==> config.mk <==
export PLATFORM = sky130hd
export DESIGN_NAME = dcf_top
export DESIGN_NICKNAME = d
export VERILOG_FILES = /design/src/rtl/dcf_fifo.v /design/src/rtl/dcf_top.v
export VERILOG_INCLUDE_DIRS = /design/src /design/src/rtl
export SDC_FILE = /design/constraint.sdc
export NUM_CORES = 2
export LEC_CHECK = 0
export ABC_AREA = 0
export BUFFER_PORTS_ARGS = -buffer_cell sky130_fd_sc_hd__buf_2
export CAP_MARGIN = 0
export CORE_ASPECT_RATIO = 0.5
export CORE_MARGIN = 2
export CORE_UTILIZATION = 55
export CTS_BUF_LIST = sky130_fd_sc_hd__clkbuf_16
export DETAILED_ROUTE_END_ITERATION = 12
export PLACE_DENSITY_LB_ADDON = 0.3
export RECOVER_POWER = 50
export SLEW_MARGIN = 20
export SYNTH_ARGS = -nofsm -noshare
export SYNTH_HDL_FRONTEND = slang
export SYNTH_MEMORY_MAX_BITS = 65536
export SYNTH_SLANG_ARGS = --single-unit
==> constraint.sdc <==
create_clock -name clk_sys -period 4.8 [get_ports clk_sys]
set_clock_uncertainty 0.2 [all_clocks]
set_input_delay 0.96 -clock clk_sys [delete_from_list [all_inputs] [get_ports clk_sys]]
set_output_delay 0.96 -clock clk_sys [all_outputs]
set_load 0.02 [all_outputs]
==> src/rtl/dcf_regs.vh <==
// constants for the 18-bit flagged fifo
// assumes one clock domain and plain ports, no register bus
`ifndef DCF_REGS_VH
`define DCF_REGS_VH
`define DCF_WIDTH 18
`define DCF_DEPTH 13'h0100
`define DCF_AW 8
`define DCF_CNTW 13
`define DCF_BUF_DEPTH 3'h4
`define DCF_BUF_AW 2
`define DCF_SYNC_BITS 5
`define DCF_SYNC_RST 5'h00
`define DCF_SETTLE 2'h2
`define DCF_SETTLE_RST 2'h0
`define DCF_CNT_RST 13'h0000
`define DCF_Q_RST 18'h00000
`define DCF_AE_OFF_RST 13'h0007
`define DCF_AF_OFF_RST 13'h0007
`define DCF_SYNC_POS 3'h4
`define DCF_CASC_POS 3'h3
`define DCF_FIRST_POS 3'h2
`define DCF_WIN_POS 3'h1
`define DCF_RIN_POS 3'h0
`endif

==> src/rtl/dcf_fifo.v <==
// small fifo with registered read data, width and depth as parameters
// assumes depth is a power of two and aw its log2
`timescale 1ns/1ps
module dcf_fifo #(
  parameter W = 18,
  parameter D = 4,
  parameter AW = 2
) (
  input wire clk_sys,
  input wire rstn,
  input wire in_valid,
  input wire [W-1:0] in_data,
  output wire in_ready,
  output wire out_valid,
  output wire [W-1:0] out_data,
  input wire out_ready
);
  reg [W-1:0] mem [0:D-1];
  reg [AW-1:0] wr_ptr_reg;
  reg [AW-1:0] rd_ptr_reg;
  reg [AW:0] cnt_reg;
  reg out_valid_reg;
  reg [W-1:0] out_data_reg;
  wire push;
  wire pop;
  wire [AW:0] depth_w;

  assign depth_w = D[AW:0];
  assign in_ready = (cnt_reg != depth_w);
  assign push = in_valid & in_ready;
  // refill output stage whenever it is free or being drained
  assign pop = (cnt_reg != {(AW+1){1'b0}}) & (~out_valid_reg | out_ready);
  assign out_valid = out_valid_reg;
  assign out_data = out_data_reg;

  always @(posedge clk_sys) begin
    if (push) begin
      mem[wr_ptr_reg] <= in_data;
    end
  end

  always @(posedge clk_sys or negedge rstn) begin
    if (!rstn) begin
      wr_ptr_reg <= {AW{1'b0}};
      rd_ptr_reg <= {AW{1'b0}};
      cnt_reg <= {(AW+1){1'b0}};
      out_valid_reg <= 1'b0;
      out_data_reg <= {W{1'b0}};
    end else begin
      if (push) begin
        wr_ptr_reg <= wr_ptr_reg + {{(AW-1){1'b0}}, 1'b1};
      end
      if (pop) begin
        rd_ptr_reg <= rd_ptr_reg + {{(AW-1){1'b0}}, 1'b1};
        out_data_reg <= mem[rd_ptr_reg];
        out_valid_reg <= 1'b1;
      end else if (out_ready) begin
        out_valid_reg <= 1'b0;
      end
      if (push & ~pop) begin
        cnt_reg <= cnt_reg + {{AW{1'b0}}, 1'b1};
      end else if (pop & ~push) begin
        cnt_reg <= cnt_reg - {{AW{1'b0}}, 1'b1};
      end
    end
  end
endmodule

==> src/rtl/dcf_top.v <==
// 18-bit fifo with empty, full, half-full and almost flags, depth cascade
// assumes write and read ports share clk_sys; straps are asynchronous pins
// Behaviour
// - 18-bit words, depth a parameter; here fixed at 256 by DCF_DEPTH
// - store input word when write enabled
// - back-to-back writes, no idle cycle
// - read advances only when read enabled
// - works with shared or independent clocks; here both ports run on clk_sys
// - write and read same cycle, independent
// - flags decode one of five fill states
// - half-full pin carries cascade write token
// - empty flag changes only on read clock
// - full flag changes only on write clock
// - flags stable, glitch free between cycles; async-mode almost flags are combinational
// - sync select low registers almost flags
// - active-low enables, blocked when full/empty
// - empty and full flags active low
// - sync select high: almost flags asynchronous
`timescale 1ns/1ps
`include "dcf_regs.vh"
module dcf_top (
  input wire clk_sys,
  input wire rstn,
  input wire [`DCF_WIDTH-1:0] data_in,
  input wire write_enable_n,
  input wire read_enable_n,
  input wire output_enable_n,
  input wire [`DCF_CNTW-1:0] almost_empty_offset,
  input wire [`DCF_CNTW-1:0] almost_full_offset,
  input wire flag_sync_select,
  input wire depth_cascade_mode,
  input wire first_load_n,
  input wire cascade_write_in,
  input wire cascade_read_in,
  output wire [`DCF_WIDTH-1:0] data_out,
  output wire data_out_oe,
  output wire empty_flag_n,
  output wire full_flag_n,
  output wire almost_empty_flag_n,
  output wire almost_full_flag_n,
  output wire half_full_flag_n,
  output wire cascade_read_out
);
  // half_full_flag_n doubles as the cascade write output in cascade mode

  reg [1:0] settle_reg;
  reg win_d_reg;
  reg rin_d_reg;
  reg first_seen_reg;
  reg wr_token_reg;
  reg rd_token_reg;
  reg wxo_pulse_reg;
  reg rxo_pulse_reg;
  reg [`DCF_CNTW-1:0] count_reg;
  reg [`DCF_CNTW-1:0] count_next;
  reg [`DCF_WIDTH-1:0] q_reg;
  reg ae_sync_reg;
  reg af_sync_reg;

  wire [`DCF_SYNC_BITS-1:0] strap_raw;
  wire [`DCF_SYNC_BITS-1:0] strap_sync;
  wire straps_ok;
  wire sync_mode_async;
  wire casc_mode;
  wire first_dev;
  wire win_rise;
  wire rin_rise;
  wire store_in_ready;
  wire store_out_valid;
  wire [`DCF_WIDTH-1:0] store_out_data;
  wire buf_in_ready;
  wire buf_out_valid;
  wire [`DCF_WIDTH-1:0] buf_out_data;
  wire wr_go;
  wire rd_go;
  wire ae_level;
  wire af_level;
  wire half_level;
  wire [`DCF_CNTW-1:0] depth_w;
  wire [`DCF_CNTW-1:0] half_w;

  function sel_bit;
    input [`DCF_SYNC_BITS-1:0] v;
    input [2:0] pos;
    begin
      sel_bit = v[pos];
    end
  endfunction

  // count compares shared by flags, tokens and cascade pulses
  function cnt_at_top;
    input [`DCF_CNTW-1:0] c;
    begin
      cnt_at_top = (c == `DCF_DEPTH);
    end
  endfunction

  function cnt_at_zero;
    input [`DCF_CNTW-1:0] c;
    begin
      cnt_at_zero = (c == {`DCF_CNTW{1'b0}});
    end
  endfunction

  function at_or_below;
    input [`DCF_CNTW-1:0] c;
    input [`DCF_CNTW-1:0] lim;
    begin
      at_or_below = (c <= lim);
    end
  endfunction

  // offsets above the depth wrap; the loader must keep them in range
  function near_top;
    input [`DCF_CNTW-1:0] c;
    input [`DCF_CNTW-1:0] off;
    begin
      near_top = (c >= (`DCF_DEPTH - off));
    end
  endfunction

  assign strap_raw = {flag_sync_select, depth_cascade_mode,
                      first_load_n, cascade_write_in,
                      cascade_read_in};

  genvar gi;
  generate
    for (gi = 0; gi < `DCF_SYNC_BITS; gi = gi + 1) begin : g_sync
      reg stage1_reg;
      reg stage2_reg;
      always @(posedge clk_sys or negedge rstn) begin
        if (!rstn) begin
          stage1_reg <= 1'b0;
          stage2_reg <= 1'b0;
        end else begin
          stage1_reg <= strap_raw[gi];
          stage2_reg <= stage1_reg;
        end
      end
      assign strap_sync[gi] = stage2_reg;
    end
  endgenerate

  assign sync_mode_async = sel_bit(strap_sync, `DCF_SYNC_POS);
  assign casc_mode = sel_bit(strap_sync, `DCF_CASC_POS);
  assign first_dev = ~sel_bit(strap_sync, `DCF_FIRST_POS);
  assign win_rise = sel_bit(strap_sync, `DCF_WIN_POS) & ~win_d_reg;
  assign rin_rise = sel_bit(strap_sync, `DCF_RIN_POS) & ~rin_d_reg;

  // synced straps read reset zeros for two edges; no token before that
  always @(posedge clk_sys or negedge rstn) begin
    if (!rstn) begin
      settle_reg <= `DCF_SETTLE_RST;
    end else if (settle_reg != `DCF_SETTLE) begin
      settle_reg <= settle_reg + 2'h1;
    end
  end
  assign straps_ok = (settle_reg == `DCF_SETTLE);

  assign depth_w = `DCF_DEPTH;
  assign half_w = {1'b0, depth_w[`DCF_CNTW-1:1]};

  // write only when enabled low and not full
  // one word per cycle while held low
  assign wr_go = ~write_enable_n & store_in_ready &
                 ~cnt_at_top(count_reg) &
                 (~casc_mode | wr_token_reg);
  // read only when enabled low and not empty
  assign rd_go = ~read_enable_n & buf_out_valid &
                 (~casc_mode | rd_token_reg);

  dcf_fifo #(
    .W(`DCF_WIDTH),
    .D(`DCF_DEPTH),
    .AW(`DCF_AW)
  ) u_store (
    .clk_sys(clk_sys),
    .rstn(rstn),
    .in_valid(wr_go),
    .in_data(data_in),
    .in_ready(store_in_ready),
    .out_valid(store_out_valid),
    .out_data(store_out_data),
    .out_ready(buf_in_ready)
  );

  // prefetch stage; back-pressure reaches storage through buf_in_ready
  dcf_fifo #(
    .W(`DCF_WIDTH),
    .D(`DCF_BUF_DEPTH),
    .AW(`DCF_BUF_AW)
  ) u_buf (
    .clk_sys(clk_sys),
    .rstn(rstn),
    .in_valid(store_out_valid),
    .in_data(store_out_data),
    .in_ready(buf_in_ready),
    .out_valid(buf_out_valid),
    .out_data(buf_out_data),
    .out_ready(rd_go)
  );

  always @* begin
    count_next = count_reg;
    if (wr_go & ~rd_go) begin
      count_next = count_reg + 13'h0001;
    end else if (rd_go & ~wr_go) begin
      count_next = count_reg - 13'h0001;
    end
  end

  assign ae_level = at_or_below(count_reg, almost_empty_offset);
  // async mode trades glitch freedom for zero flag latency
  assign af_level = near_top(count_reg, almost_full_offset);
  assign half_level = (count_reg > half_w);

  always @(posedge clk_sys or negedge rstn) begin
    if (!rstn) begin
      count_reg <= `DCF_CNT_RST;
      q_reg <= `DCF_Q_RST;
    end else begin
      count_reg <= count_next;
      // read data held until the next accepted read
      if (rd_go) begin
        q_reg <= buf_out_data;
      end
    end
  end

  // almost flags registered in sync mode
  always @(posedge clk_sys or negedge rstn) begin
    if (!rstn) begin
      ae_sync_reg <= 1'b1;
      af_sync_reg <= 1'b0;
    end else begin
      ae_sync_reg <= at_or_below(count_next, almost_empty_offset);
      af_sync_reg <= near_top(count_next, almost_full_offset);
    end
  end

  // history idles low like tied-off cascade pins: no false edge
  always @(posedge clk_sys or negedge rstn) begin
    if (!rstn) begin
      win_d_reg <= 1'b0;
      rin_d_reg <= 1'b0;
    end else begin
      win_d_reg <= sel_bit(strap_sync, `DCF_WIN_POS);
      rin_d_reg <= sel_bit(strap_sync, `DCF_RIN_POS);
    end
  end

  // write token passes on when this device fills, read token when it empties
  always @(posedge clk_sys or negedge rstn) begin
    if (!rstn) begin
      wxo_pulse_reg <= 1'b0;
      rxo_pulse_reg <= 1'b0;
    end else begin
      wxo_pulse_reg <= casc_mode & wr_go & cnt_at_top(count_next);
      rxo_pulse_reg <= casc_mode & rd_go & cnt_at_zero(count_next);
    end
  end

  // first device takes both tokens once
  always @(posedge clk_sys or negedge rstn) begin
    if (!rstn) begin
      first_seen_reg <= 1'b0;
      wr_token_reg <= 1'b0;
      rd_token_reg <= 1'b0;
    end else begin
      first_seen_reg <= straps_ok;
      if (straps_ok & ~first_seen_reg & first_dev) begin
        wr_token_reg <= 1'b1;
        rd_token_reg <= 1'b1;
      end else begin
        // tokens arrive from the previous device
        if (win_rise) begin
          wr_token_reg <= 1'b1;
        end else if (wr_go & cnt_at_top(count_next)) begin
          wr_token_reg <= 1'b0;
        end
        if (rin_rise) begin
          rd_token_reg <= 1'b1;
        end else if (rd_go & cnt_at_zero(count_next)) begin
          rd_token_reg <= 1'b0;
        end
      end
    end
  end

  // empty follows the read-side output stage
  assign empty_flag_n = buf_out_valid;
  // low when no space
  // count covers the output stages too, so exactly depth words fit
  assign full_flag_n = ~cnt_at_top(count_reg);
  // sync mode flags come from registered state; async almost flags compare count_reg with the offset pins
  assign almost_empty_flag_n = sync_mode_async ? ~ae_level : ~ae_sync_reg;
  assign almost_full_flag_n = sync_mode_async ? ~af_level : ~af_sync_reg;
  // five states decoded from the flag set
  // shared pin: half flag or cascade write out
  assign half_full_flag_n = casc_mode ? wxo_pulse_reg : ~half_level;
  assign cascade_read_out = rxo_pulse_reg;
  assign data_out = q_reg;
  assign data_out_oe = ~output_enable_n;
endmodule

==> out/qor.txt <==
STATUS
--------------------------------------------------------------------------------------------------------
Run status                                                                                  finished with violations
Violated checks                                                                             max-capacitance violations, max-slew violations

SETUP PATH
--------------------------------------------------------------------------------------------------------
Category of the worst setup path launch point                                                  input pin
Setup slack of the worst register-to-register path                                                240 ps
Largest stage delay, worst path                                                                  1810 ps
Critical R2R Capture                                                                        u_store.out_data[5]$_DFFE_PN0P_
Worst R2R Path Depth                                                                                  12
Max stage delay cell, worst path                                                            sky130_fd_sc_hd__clkbuf_2
Start-to-end type of the worst setup path                                                         in2reg
Element type at the critical path end                                                          flip-flop
Arrival time at the worst endpoint                                                               5000 ps
Crit-path leading delay family                                                              buffers and inverters
Logic depth of the worst path, buffers included                                                        2
Required time at the endpoint of the critical path                                               5030 ps
Critical path buffers and inverters                                                                    2
Highest net fanout along the worst path                                                              112
Top cell by count, worst path                                                               sky130_fd_sc_hd__clkbuf_2
Cell-by-cell trace of the critical path                                                     clkbuf_2 > clkbuf_2
RR Startpoint                                                                               u_store.rd_ptr_reg[0]$_DFFE_PN0P_

PLACED DESIGN
--------------------------------------------------------------------------------------------------------
Pre-CTS setup slack                                                                              -261 ps
Weighted congestion reported at the end of routability-driven placement                            0.854
Estimated wirelength of the detail-placed design                                                  278 mm
Number of cells after detailed placement                                                          12,900
Placed cell areas                                                                            195,000 µm²
Number of port buffers                                                                                78

GLOBAL ROUTE
--------------------------------------------------------------------------------------------------------
Pin count of the biggest net entering global routing                                                 177
GRT met3 Usage                                                                                     7.94%
Total gr overflow                                                                                      0
Number of global-route vias before repair                                                         88,700
GR met2 Demand/Resource                                                                            40.0%
GR Util met1                                                                                       41.4%
Global router's overall resource usage                                                             27.3%
First-pass GRT wire length                                                                        659 mm
Most utilized layer in the global route result                                                      met1
Antenna violations before repair                                                                      18

FLOORPLANNING
--------------------------------------------------------------------------------------------------------
Width of the die                                                                                  823 µm
Cell Rows                                                                                            150
Die Footprint                                                                                340,000 µm²
Core Area                                                                                    334,000 µm²
Num ports                                                                                             79
Overall die height                                                                                414 µm
Initial core utilization                                                                           55.2%

STA
--------------------------------------------------------------------------------------------------------
Rel. slew slack                                                                                    -154%
Ratio of final minimum period to clock period                                                      99.3%
Setup repair after global routing missed its margin                                                  yes
Total setup violations reported at the end of the flow                                                 0
Minimum period implied by the final worst setup slack                                            4770 ps
Pins Over Slew Limit                                                                               2,991
Worst hold slack                                                                                  150 ps
Highest achievable clock rate                                                                  0.210 GHz
Sum of negative setup slack                                                                         0 ps
Slack of the critical path                                                                       32.4 ps
Number of failing hold endpoints at the final stage                                                    0
Transition time at the pin with the least slew margin                                            3810 ps

POWER
--------------------------------------------------------------------------------------------------------
Power density cells                                                                           567 nW/µm²
Switching power share of the total                                                                 31.9%
Internal power                                                                                   80.3 mW
Overall Power                                                                                     118 mW
Proportion of power drawn by the clock network                                                     27.1%
Sequential share of power                                                                          40.9%
Max VDD drop                                                                                    0.514 mV
Proportion of power drawn by combinational gates                                                   32.0%
P_sw                                                                                             37.5 mW
Cell leakage power                                                                               65.7 nW

SYNTH
--------------------------------------------------------------------------------------------------------
Most frequently used cell type in the post-synthesis netlist                                sky130_fd_sc_hd__edfxtp_1
Number of warning messages in the yosys log                                                            0
Area share of the largest cell type after synthesis                                                76.1%
Number of flops mapped to enable cells by yosys                                                    4,680
Post-Synthesis Cell Area                                                                     185,000 µm²
Net count after synthesis                                                                          8,261
Post-synth ARST share                                                                              2.54%
Cell variety after synth                                                                              81
Post-synthesis cell count                                                                          8,136
Post-synthesis register bit count                                                                  4,802
Flip-flop cell with the highest count after synthesis                                       sky130_fd_sc_hd__edfxtp_1
Area contributors post-synth                                                                sky130_fd_sc_hd__edfxtp_1 76%, sky130_fd_sc_hd__mux4_2 15%, sky130_fd_sc_hd__dfrtp_1 1.6%
Seq/Total Area, Yosys                                                                              77.8%
Most frequent cells after synthesis                                                         4,680 x sky130_fd_sc_hd__edfxtp_1, 1,261 x sky130_fd_sc_hd__mux4_2, 305 x sky130_fd_sc_hd__nor2_1
Avg Inst Size Synth                                                                             22.7 µm²
Top cell type by total area after synthesis                                                 sky130_fd_sc_hd__edfxtp_1

FINAL LAYOUT
--------------------------------------------------------------------------------------------------------
Final core utilization                                                                             62.2%
Number of nets in the finished design                                                              8,972
Area overhead of the layout relative to synthesis                                                  12.6%
Fraction of layout instances using a drive strength above 1                                        31.5%
Final cell count without fillers                                                                  13,700
Design area                                                                                  208,000 µm²
Largest Register                                                                             u_store.mem
Top Registers                                                                               u_store.mem: 4608 flops, u_buf.mem: 72 flops
Max FFs per register                                                                               4,608

DETAILED ROUTING
--------------------------------------------------------------------------------------------------------
Routed wirelength normalized by instance count                                                   34.4 µm
Length of the first detailed-routing pass in iterations                                                6
Number of nets with antenna violations after detailed routing                                          0
Routed via count                                                                                  91,500
Detail-routed via count per cell                                                                    6.69
Sum of routed wire length over all layers                                                         470 mm
DRC marker count from the first detailed-route iteration                                          14,800
DRC viols                                                                                              0

WORST HOLD PATH
--------------------------------------------------------------------------------------------------------
Endpoint with the worst hold slack                                                          g_sync[0].stage2_reg$_DFF_PN0_
Hold-critical path depth                                                                               0
Worst Hold Class                                                                                 reg2reg
Startpoint of the most critical hold path                                                   g_sync[0].stage1_reg$_DFF_PN0_

JOB
--------------------------------------------------------------------------------------------------------
Max-cap viol count                                                                                    33

CLOCK NETWORK
--------------------------------------------------------------------------------------------------------
Number of H-tree levels                                                                                5
CTS tree                                                                                            done
Total clock buffers created by CTS                                                                   405
Worst skew pair latency                                                                           970 ps
Number of buffers on the longest clock path                                                            4
Post-CTS clock slew at the launch and capture registers of the worst setup and hold paths          60 ps
Library cell used as clock root buffer                                                      sky130_fd_sc_hd__clkbuf_16
Clock sink total                                                                                   4,802

[area by class of cell]
class,count,area (µm²)
tap,4484,5610
clock buffer,412,10300
clock inverter,330,2320
fill,22100,126000
sequential,4802,144000
inverter,49,189
multi-input combinational,2820,39200
antenna,10,25.0
timing repair buffer,769,6520
[layer usage]
| metal | vias up | part of all wire [%] |
|---|---|---|
| li1 | 36100 | - |
| met1 | 48700 | 39 |
| met2 | 5907 | 44 |
| met3 | 692 | 14 |
| met4 | 10 | 2.5 |
| met5 | - | 0.010 |
[cells in the final DEF (no fill, tap or decap), types with 21 or more instances in the layout]
cell type / count
sky130_fd_sc_hd__nor2_1: 55
sky130_fd_sc_hd__edfxtp_1: 4680
sky130_fd_sc_hd__nor3_1: 69
sky130_fd_sc_hd__buf_4: 562
sky130_fd_sc_hd__bufinv_16: 30
sky130_fd_sc_hd__clkbuf_2: 42
sky130_fd_sc_hd__dfrtp_1: 115
sky130_fd_sc_hd__ha_1: 68
sky130_fd_sc_hd__clkinv_2: 74
sky130_fd_sc_hd__buf_12: 81
sky130_fd_sc_hd__a221oi_1: 99
sky130_fd_sc_hd__a22o_1: 99
sky130_fd_sc_hd__nand2_1: 151
sky130_fd_sc_hd__nand3_1: 27
sky130_fd_sc_hd__clkbuf_16: 412
sky130_fd_sc_hd__nor2_2: 248
sky130_fd_sc_hd__mux2_2: 22
sky130_fd_sc_hd__inv_1: 137
sky130_fd_sc_hd__mux4_2: 1261
sky130_fd_sc_hd__a22oi_1: 204
sky130_fd_sc_hd__buf_2: 57
sky130_fd_sc_hd__a21oi_1: 129
sky130_fd_sc_hd__o22ai_1: 76
sky130_fd_sc_hd__xnor2_1: 31
sky130_fd_sc_hd__o21ai_0: 30
sky130_fd_sc_hd__clkinv_1: 106
sky130_fd_sc_hd__mux2i_1: 21
[timing repair]
item	CTS	global route
pin swaps	4	10
hold buffers	6	0
endpoints found under the hold margin	87	0
gates resized for setup	8	19
endpoints found under the setup margin	1	1
setup buffers	1	2
[power groups by stage]
stage / Combinational [mW] / Clock, mW / Sequential (mW)
3_3_place_gp: 36.9 / 0 / 48.9
4_1_cts: 37.3 / 32.3 / 48.0
5_1_grt: 39.3 / 33.8 / 48.2
6_report: 37.7 / 32.0 / 48.1
3_5_place_dp: 37.1 / 0 / 48.9
2_1_floorplan: 22.0 / 0 / 48.5
[cells by family after synthesis]
group / share of synthesized area, %
adders and majority gates: 0.500
xor gates and xnor gates: 0.262
AOI/OAI and AO/OA: 2.85
and+or+nand+nor: 1.59
muxes: 15.6
DFF: 77.8
buffers and inverters: 1.37
[worst max path at each step]
stage	start	end	slack, ps
2_1_floorplan	almost_full_offset[0]	almost_full_flag_n	240
3_3_place_gp	almost_full_offset[0]	almost_full_flag_n	-350
3_5_place_dp	almost_full_offset[0]	almost_full_flag_n	-260
4_1_cts	almost_full_offset[0]	almost_full_flag_n	20
5_1_grt	almost_full_offset[1]	almost_full_flag_n	-50
6_report	data_in[16]	u_store.mem[95][16]$_DFFE_PP_	30
No activity file was read; power rests on OpenSTA's default activity.
